**src/rtl/bridge_cfg_params.svh**
```systemverilog
// offsets, field positions and reset values of the bridge configuration front registers
`ifndef BRIDGE_CFG_PARAMS_SVH
`define BRIDGE_CFG_PARAMS_SVH

`define CFG_OFS_ID_WORD       8'h00
`define CFG_OFS_CMD_STAT      8'h04
`define CFG_OFS_CTRL_DIAG_0   8'hc0
`define CFG_OFS_CTRL_DIAG_1   8'hc4
`define CFG_OFS_CTRL_DIAG_2   8'hc8
`define CFG_OFS_SUBSYS_ACCESS 8'hd0
`define CFG_OFS_GEN_CONTROL   8'hd4
`define CFG_OFS_ARBITER       8'hdc

`define CMD_BIT_PORT_DEC      0
`define CMD_BIT_MEM_DEC       1
`define CMD_BIT_INITIATE      2
`define CMD_BIT_WR_INV        4
`define CMD_BIT_PARITY_RPT    6
`define CMD_BIT_ERROR_RPT     8
`define CMD_RESET             16'h0000
`define CMD_WRITABLE_MASK     16'h0157

`define STAT_BIT_PARITY_FLAG  8
`define STAT_BIT_FAULT_FLAG   14
`define STAT_BIT_DET_PARITY   15
`define STAT_RESET            16'h0010
`define STAT_CLEAR_MASK       16'hc100

`define CPL_OK                2'h0
`define CPL_UNSUPPORTED       2'h1
`endif

```
**src/rtl/bridge_cfg_pkg.sv**
```systemverilog
// types shared by the bridge configuration front registers
package bridge_cfg_pkg;
    typedef struct packed {
        logic        valid;
        logic        write;
        logic [7:0]  addr;
        logic [3:0]  be;
        logic [31:0] wdata;
    } cfg_req_t;

    typedef struct packed {
        logic        valid;
        logic        is_mem;
        logic        is_io;
        logic        poisoned;
        logic        write;
    } down_req_t;

    typedef struct packed {
        logic        valid;
        logic        accept;
        logic [1:0]  status;
        logic        forward;
        logic        bad_parity;
        logic        write_inv;
    } down_rsp_t;
endpackage

```
**src/rtl/bridge_config_command_regs.sv**
```systemverilog
// identification, command and status words of the bridge configuration header
//
// Summary of operation
// - offset 00h low word always reads the maker code; writes ignored.
// - offset 02h word always reads this bridge's part code.
// - command bits 15 to 11 always read zero.
// - command bit 10 interrupt disable reads zero; bridge raises no interrupts.
// - command bit 9 back-to-back gate always reads zero.
// - bit 8 error report gate, read/write, reset zero, gates error messages upstream.
// - command bit 7 stepping gate hardwired zero.
// - bit 6 parity gate, reset zero; poisoned tlp sets parity flag only when set.
// - poisoned tlp forwarded downstream with bad parity only when its decode gate accepts it.
// - command bit 5 palette snoop gate always reads zero.
// - bit 4 promote gate turns memory writes into write-and-invalidate.
// - command bit 3 special cycle gate always reads zero.
// - bit 2 initiate gate lets bridge start upstream transactions.
// - with initiate gate clear, secondary memory and io transactions are ignored.
// - with memory decode clear, downstream memory requests get unsupported request.
// - with memory decode set, downstream memory requests are accepted and forwarded.
// - with port decode clear, downstream io requests get unsupported request.
// - with port decode set, downstream io requests are accepted and forwarded.
// - parity flag bit 8 sets on poisoned completion or accepted poisoned write when gate set.
// - fault flag bit 14 sets when an error message goes out with gate set.
`timescale 1ns/100ps
`include "bridge_cfg_params.svh"

module bridge_config_command_regs #(
    parameter logic [15:0] MAKER_CODE = 16'h1234,  // arbitrary value
    parameter logic [15:0] PART_CODE  = 16'h5678   // arbitrary value
) (
    input  wire logic                  sys_clk_i,          // system clock
    input  wire logic                  rst_n_i,            // sync reset, active low
    input  wire bridge_cfg_pkg::cfg_req_t  cfg_req_i,      // configuration access
    output logic [31:0]                cfg_rdata_o,        // read data
    output logic                       cfg_ack_o,          // access done pulse
    input  wire bridge_cfg_pkg::down_req_t down_req_i,     // downstream request
    output bridge_cfg_pkg::down_rsp_t  down_rsp_o,         // downstream answer
    input  wire logic                  sec_txn_i,          // secondary mem/io transaction
    output logic                       sec_respond_o,      // respond on secondary bus
    output logic                       upstream_init_ok_o, // may initiate upstream
    input  wire logic                  sec_serr_i,         // serr seen on secondary
    output logic                       err_msg_o,          // send error message pulse
    input  wire logic                  poison_cpl_i,       // poisoned completion received
    output logic [15:0]                command_o,          // command word
    output logic [15:0]                status_o            // status word
);

    //------------------------------------------------------------
    // command and status storage
    //------------------------------------------------------------
    logic [15:0] command;
    logic [15:0] status;
    logic [15:0] next_command;
    logic [15:0] next_status;

    wire         error_report_gate        = command[`CMD_BIT_ERROR_RPT];
    wire         parity_report_gate       = command[`CMD_BIT_PARITY_RPT];
    wire         write_invalidate_promote = command[`CMD_BIT_WR_INV];
    wire         upstream_initiate_gate   = command[`CMD_BIT_INITIATE];
    wire         mem_decode_gate          = command[`CMD_BIT_MEM_DEC];
    wire         port_decode_gate         = command[`CMD_BIT_PORT_DEC];

    //------------------------------------------------------------
    // access decode
    //------------------------------------------------------------
    wire         hit_cmd    = cfg_req_i.valid && (cfg_req_i.addr == `CFG_OFS_CMD_STAT);
    wire         wr_cmd     = hit_cmd && cfg_req_i.write;
    wire [15:0]  cmd_lanes  = {{8{cfg_req_i.be[1]}}, {8{cfg_req_i.be[0]}}};
    wire [15:0]  stat_lanes = {{8{cfg_req_i.be[3]}}, {8{cfg_req_i.be[2]}}};
    wire [15:0]  cmd_wmask  = cmd_lanes & `CMD_WRITABLE_MASK;
    // write-one-to-clear on the status flags
    wire [15:0]  stat_clr   = (wr_cmd ? (cfg_req_i.wdata[31:16] & stat_lanes) : 16'h0000)
                              & `STAT_CLEAR_MASK;

    // fixed bits are masked out of the write, so they stay zero
    assign next_command = wr_cmd ? ((command & ~cmd_wmask) | (cfg_req_i.wdata[15:0] & cmd_wmask))
                                 : command;

    //------------------------------------------------------------
    // downstream requests
    //------------------------------------------------------------
    wire         mem_ok     = down_req_i.is_mem && mem_decode_gate;
    wire         io_ok      = down_req_i.is_io && port_decode_gate;
    wire         req_ok     = mem_ok || io_ok;
    wire         poison_wr  = down_req_i.valid && down_req_i.poisoned && down_req_i.write && req_ok;
    wire         poison_rx  = down_req_i.valid && down_req_i.poisoned;

    //------------------------------------------------------------
    // status flag events, set wins over clear
    //------------------------------------------------------------
    wire         parity_evt = parity_report_gate && (poison_cpl_i || poison_wr);
    wire         fault_evt  = sec_serr_i && error_report_gate;
    wire [15:0]  stat_set   = {poison_rx || poison_cpl_i, fault_evt, 5'b0_0000, parity_evt, 8'h00};

    assign next_status = (status & ~stat_clr) | stat_set;

    //------------------------------------------------------------
    // read data and registers
    //------------------------------------------------------------
    logic [31:0] next_rdata;
    assign next_rdata = !cfg_req_i.valid || cfg_req_i.write ? 32'h0000_0000 :
                        (cfg_req_i.addr == `CFG_OFS_ID_WORD) ? {PART_CODE, MAKER_CODE} :
                        hit_cmd ? {status, command} : 32'h0000_0000;

    always_ff @(posedge sys_clk_i) begin
        if (!rst_n_i) begin
            command     <= `CMD_RESET;
            status      <= `STAT_RESET;
            cfg_rdata_o <= 32'h0000_0000;
            cfg_ack_o   <= 1'b0;
            down_rsp_o  <= '0;
            err_msg_o   <= 1'b0;
        end else begin
            command     <= next_command;
            status      <= next_status;
            cfg_rdata_o <= next_rdata;
            cfg_ack_o   <= cfg_req_i.valid;
            err_msg_o   <= fault_evt;
            down_rsp_o.valid      <= down_req_i.valid;
            down_rsp_o.accept     <= down_req_i.valid && req_ok;
            down_rsp_o.status     <= (down_req_i.valid && !req_ok) ? `CPL_UNSUPPORTED : `CPL_OK;
            down_rsp_o.forward    <= down_req_i.valid && req_ok;
            down_rsp_o.bad_parity <= down_req_i.valid && req_ok && down_req_i.poisoned;
            down_rsp_o.write_inv  <= down_req_i.valid && mem_ok && down_req_i.write
                                     && write_invalidate_promote;
        end
    end

    assign sec_respond_o      = sec_txn_i && upstream_initiate_gate;
    assign upstream_init_ok_o = upstream_initiate_gate;
    assign command_o          = command;
    assign status_o           = status;
endmodule // bridge_config_command_regs

```
**config.mk**
```make
export PLATFORM = sky130hd
export DESIGN_NAME = bridge_config_command_regs
export DESIGN_NICKNAME = d
export VERILOG_FILES = /design/src/rtl/bridge_cfg_pkg.sv /design/src/rtl/bridge_config_command_regs.sv
export VERILOG_INCLUDE_DIRS = /design/src /design/src/rtl
export SDC_FILE = /design/constraint.sdc
export NUM_CORES = 1
export LEC_CHECK = 0
export BUFFER_PORTS_ARGS = -buffer_cell sky130_fd_sc_hd__buf_2
export CAP_MARGIN = 20
export CORE_ASPECT_RATIO = 0.5
export CORE_MARGIN = 1.5
export CORE_UTILIZATION = 30
export CTS_BUF_LIST = sky130_fd_sc_hd__clkbuf_4
export CTS_CLUSTER_DIAMETER = 40
export DETAILED_ROUTE_END_ITERATION = 12
export PLACE_DENSITY = 0.76
export SLEW_MARGIN = 10
export SYNTH_ARGS = -nofsm -noshare
export SYNTH_HDL_FRONTEND = slang
export SYNTH_SLANG_ARGS = --single-unit
```
**constraint.sdc**
```tcl
create_clock -name sys_clk_i -period 3.41 [get_ports sys_clk_i]
set_input_delay 0.682 -clock sys_clk_i [delete_from_list [all_inputs] [get_ports sys_clk_i]]
set_output_delay 0.682 -clock sys_clk_i [all_outputs]
set_load 0.1 [all_outputs]
```
### After elaboration in Yosys (flattened, before gate mapping)

Index checks and enable logic that the tools add are counted.

* bits in registers: 72
* bits of input ports: 56
* output and inout bits: 75
* word-level logic and storage cells: 51

* equal/unequal tests: 1
* muxes and demuxes: 4
* bitwise logic cells: 10
* reductions and logical operators: 25

Operator list (number)
* 31-bit two-way mux: 2
* 16-bit AND: 3
* 16-bit bitwise OR: 2
* 16-bit by 9-bit AND with 16-bit output: 1
* 1-bit logical AND: 16
* 16-bit two-way mux: 1
* 16-bit inverter: 1
* 9-bit inverter with 16-bit output: 1
* 8-bit by 3-bit == test with 1-bit output (second input constant): 1
* 8-bit zero test: 1
* 1-bit logical OR: 4
* 4-bit OR reduction: 1
* 1-bit zero test: 2
* 1-bit inverter: 2
* 2-bit OR reduction: 1
* 1-bit two-way mux: 1

### Logic depth before layout (Yosys ltp)

Gate-level depths: netlist of the first run.

* word-level depth: 7
* mapped depth: 4
* mapped depth without buffers: 4

### Worst setup path before layout of the first run

Ideal clock, no wire load.

* path type: register to output
* start: register (tool-made name)
* end: output sec_respond_o
* arrival: 1847 ps
* data required time: 2728 ps
* path slack: 881 ps
* stages on the path, launching flop included: 2
* buffers on the path: 0
* cells stage by stage: dfxtp_1 > and2_1

RTL lines
* end, declared: RTL line bridge_config_command_regs.sv:39 `output logic sec_respond_o,`

### Worst setup path in the final report of the first run

* start: input sec_txn_i
* end: output sec_respond_o

* cells in the longest elaborated chain, start to end: 1

Ends and longest elaborated chain
* start, declared: RTL line bridge_config_command_regs.sv:38 `input wire logic sec_txn_i,`
* 1-bit logical AND: RTL line bridge_config_command_regs.sv:129 `assign sec_respond_o = sec_txn_i && upstream_initiate_gate;`

Every way passes these cells.

==> results of run 1 <==
==> area by class of cell <==
cell class,count,area [um2]
Timing Repair Buffer,69,345
Sequential cell,27,541
Tap cell,54,67.6
Fill cell,435,2530
Inverter,5,20.0
Clock buffer,4,30.0
Multi-Input combinational cell,95,547
==> cell families after synthesis <==
family | after synthesis | synth area share
flip-flops | 27 | 0.403
multiplexers | 6 | 0.0448
AO/OA/AOI/OAI | 11 | 0.0560
buffers and inverters | 55 | 0.287
AND/OR/NAND/NOR | 41 | 0.203
other | 2 | 0.00560
==> routing by layer <==
layer  part of all wire  track usage  up-vias
met5                  0            0        -
met1               0.38        0.103      464
met2               0.54        0.186       58
li1                   -            -      507
met3              0.075      0.00836        4
met4              0.014       0.0476        0
==> layout by cell type (no fill, tap or decap), types with 3 or more instances in the layout <==
master     n
and2_1     3
nand4_1    3
mux2i_1    6
a21oi_1    4
clkbuf_4   4
conb_1    37
and3_1     9
nor2_1     5
buf_2     69
nand2_1   15
dfxtp_1   27
inv_1      4
==> worst paths after layout <==
path | startpoint | endpoint | cells past startpoint
setup / recovery | sec_txn_i | sec_respond_o | 3
setup reg to reg | register | status_o[8] | 3
hold reg to reg | status_o[14] | cfg_rdata_o[30] | 2
hold / removal | status_o[14] | cfg_rdata_o[30] | 2
==> stage by stage <==
stage / power [mW] / worst slack [ns]
after detailed placement: 0.565 / 1.45
after global placement: 0.564 / 1.46
after floorplan: 0.571 / 0.881
final: 0.699 / 1.45
after global routing: 0.720 / 1.37
after CTS: 0.702 / 1.45
==> power by group through the flow <==
stage,Sequential (mW),Combinational [mW],Clock [mW]
2_1_floorplan,0.347,0.224,0
3_3_place_gp,0.326,0.237,0
3_5_place_dp,0.326,0.239,0
4_1_cts,0.319,0.239,0.144
5_1_grt,0.320,0.246,0.155
6_report,0.319,0.240,0.140
==> critical path, stage by stage <==
cell and delay, ns:
buf_2 0.08, and2_1 0.10, buf_2 0.41
==> out/qor.yml, run 1 <==
status: "complete, no violations"
cts_buffers: 3
endpoint_kind: "primary output"
switching_power_mw: 0.307
place_congestion: 0.857
p_comb_frac: 0.343
viasPerCell: 4.07
routed_wl_um: 2480
dr.pass1.iters: 4
power_frac_clock: 0.200
post_cts_buffers: 0
core_um2: 4080
clock_path_buffers: 2
grt_max_degree: 21
powerDensity_nw_per_um2: 451
hold_class: "reg2reg"
p_int_mw: 0.392
pwr-share-seq: 0.457
die_x_um: 97.6
ctsHoldBuffers: 0
synth_top_area_frac: 0.403
dieHeight_um: 50.3
grt_usage: 0.0942
fin_nets: 257
place_area_um2: 1520
relSlewSlack: 0.660
htreeDepth: 1
startpoint_type: "primary input"
row_count: 16
antenna_left: 0
cts_tree: "built"
cts_root_buf: "clkbuf_4"
drc: 0
wire_per_inst_um: 9.78
hold_slack_ns: 0.495
synth_cells: 142
final_max_slew_viol_count: 0
initial_core_util: 0.328
yosysWarnings: 0
path_class: "in2out"
maxCapViolCount: 0
cts_sinks: 27
final_cells: 254
place_inst: 250
synth_cell_type_count: 27
vias: 1033
die_area_um2: 4910
tightestPinTransition_ns: 0.507
antenna_found_initial: 0
irDropWorstVdd_v: 0.000126
r2r_slack_ns: 2.36
grt_remaining_overflow: 0
finalCriticalPeriod_ns: 1.96
first_global_vias: 863
diodes: 0
setup_tns_ns: 0
insertion_delay_ns: 0.31
syn-mean-instance-area_um2: 9.45
setup_viol: 0
drtIter0Drc: 47
cp_max_fo: 1
grt_pass1_wl_um: 3800
arrival_ns: 1.28
synth-main-ff-cell: "dfxtp_1"
ctsResizeCount: 0
io_buffers: 69
synth-seq-area-share: 0.403
io_pins: 131
final_cell_area_um2: 1550
cts.clk_slew.worst_paths_ns: 0.14
finish.utilization: 0.380
cp.required_ns: 2.73
async_flop_share: 0
drive_above_1_share: 0.395
hold_viol_final: 0
yosysMostFrequentCell: "buf_4"
ys_top_cells_by_area: "dfxtp_1 (40%), buf_4 (26%), mux2i_1 (4.5%)"
fin_skew_ns: 0.00629
p_leak_nw: 0.937
period_share: 0.574
syn_area_um2: 1340
max_freq_mhz: 511
syn2layout_area_growth_pct: 15.6
synth_top_area_cell: "dfxtp_1"
synth_edf_count: 0
swShare: 0.439
rsz0062_at_grt: "no"
hpwl_um: 2040
ys_ff_latch: 27
synthTopCellsByCount: "buf_4 (47), dfxtp_1 (27), nand2_1 (15)"
Power figures use the tool's default switching activity.
==> run 2, diff against run 1 <==
ABC_AREA = 1   (was unset)
PLACE_DENSITY = 0.74   (was 0.76)
clock period = 2 ns   (was 3.41 ns; I/O delays follow)
==> out/qor.yml, run 2 <==
status: "complete, no violations"
grt_usage: 0.100
finalCriticalPeriod_ns: 1.64
multiInputGateArea_um2: 504
core_um2: 4490
antenna_found_initial: 0
routed_wl_um: 2600
post_cts_buffers: 0
io_pins: 131
cts_sinks: 27
crit_buf_inv: 1
place_area_um2: 1620
syn2layout_area_growth_pct: 15.7
viasPerCell: 3.68
hold_class: "in2reg"
synth-seq-area-share: 0.378
critPathMaxStageDelay_ns: 0.46
cts_root_buf: "clkbuf_4"
arrival_ns: 1.24
worstPathCellList: "buf_2"
hp-start: "cfg_req_i[45]"
powerDensity_nw_per_um2: 718
final_cell_area_um2: 1650
final_max_slew_viol_count: 0
cp.required_ns: 1.60
crit_slowest_cell: "buf_2"
diodes: 0
first_global_vias: 989
finish.utilization: 0.369
vias: 1193
synth_cell_type_count: 18
rsz0062_at_grt: "no"
cts_buffers: 3
seq_area_um2: 542
cp_top_family: "buffers and inverters"
p_leak_nw: 1.02
antenna_left: 0
ctsHoldBuffers: 0
ys_ff_latch: 27
num-fill-cells: 489
setup_viol: 0
drtIter0Drc: 51
row_count: 17
hpwl_um: 2200
yosysWarnings: 0
drc: 0
io_buffers: 69
setup_tns_ns: 0
die_area_um2: 5220
yosysMostFrequentCell: "buf_4"
place_congestion: 0.790
path_class: "reg2out"
clock_path_buffers: 2
final_common_cell: "buf_2"
max_freq_mhz: 612
cts.clk_slew.worst_paths_ns: 0.14
busiest_layer: "met2"
synth_edf_count: 0
htreeDepth: 1
hold_viol_final: 0
period_share: 0.818
most-common-layout-cells: "buf_2 (69), inv_1 (38), conb_1 (37), nand2_1 (33), dfxtp_1 (26)"
synth_top_area_cell: "dfxtp_1"
dieHeight_um: 51.8
irDropWorstVdd_v: 0.000245
die_x_um: 101
grtUsageMet1: 0.104
synth_cells: 199
grt_max_degree: 17
fin_skew_ns: 0.00734
wire_per_inst_um: 8.03
syn-mean-instance-area_um2: 7.19
ys_top_cells_by_area: "dfxtp_1 (38%), buf_4 (25%), inv_1 (10%)"
maxCapViolCount: 0
fin_nets: 315
use_met2: 0.199
endpoint_kind: "primary output"
cts_tree: "built"
insertion_delay_ns: 0.32
drive_above_1_share: 0.302
synthTopCellsByCount: "buf_4 (47), inv_1 (38), nand2_1 (33)"
startpoint_type: "register"
initial_core_util: 0.319
critPathLaunch: "cfg_rdata_o[28]"
synth_top_area_frac: 0.378
grt_pass1_wl_um: 4060
ctsResizeCount: 0
grt_remaining_overflow: 0
syn_area_um2: 1430
synth-main-ff-cell: "dfxtp_1"
grtUsageMet3: 0.0296
dr.pass1.iters: 4
async_flop_share: 0
cp_max_fo: 9
==> run 2: layout make-up <==
type	count	share of cell area
well taps	66	0.0499
clock inverters	1	0.00454
repair buffers	70	0.213
clock buffers	3	0.0136
flip-flops and latches	27	0.328
multi-input cells	119	0.305
inverters	38	0.0862
==> run 2: worst min-delay path, delay by kind of cell <==
| family | cells | cell delay (ns) |
|---|---|---|
| buffers and inverters | 2 | 0.15 |
| and+or+nand+nor | 1 | 0.07 |
==> run 2: stage by stage <==
step                setup slack (ns)  cells  power [mW]  hold WS, ns
floorplan                      0.118    234       0.980        0.511
global placement               0.374    320       0.965        0.433
detailed placement             0.335    320       0.967        0.433
CTS                            0.332    324        1.20        0.296
global route                   0.253    324        1.24        0.297
finish                         0.365    324        1.19        0.308
==> run 2: kinds of logic (layout without fill, tap and decap cells) <==
group / count (synthesis) / after routing / share of synthesized area
other cells: 2 / 37 / 0.00525
buf+inv: 88 / 112 / 0.361
simple gates: 75 / 75 / 0.231
flops: 27 / 27 / 0.378
compound gates: 7 / 7 / 0.0245
==> run 2: final timing paths <==
| kind | to | slack, ns | cells past startpoint |
|---|---|---|---|
| setup / recovery | cfg_rdata_o[5] | 0.36 | 1 |
| hold reg to reg | cfg_rdata_o[31] | 0.44 | 2 |
| setup reg to reg | status_o[8] | 0.94 | 6 |
| hold / removal | cfg_ack_o | 0.31 | 3 |
==> run 2: power by group <==
group / switching, mW / internal (mW)
sequential: 0.00168 / 0.543
combinational: 0.376 / 0.0347
clock: 0.155 / 0.0765
==> run 2: routing by layer <==
| layer | vias to the layer above | wire (um) |
|---|---|---|
| met5 | - | 0 |
| met4 | 0 | 22 |
| met3 | 4 | 245 |
| met2 | 55 | 1320 |
| met1 | 506 | 1020 |
| li1 | 628 | - |
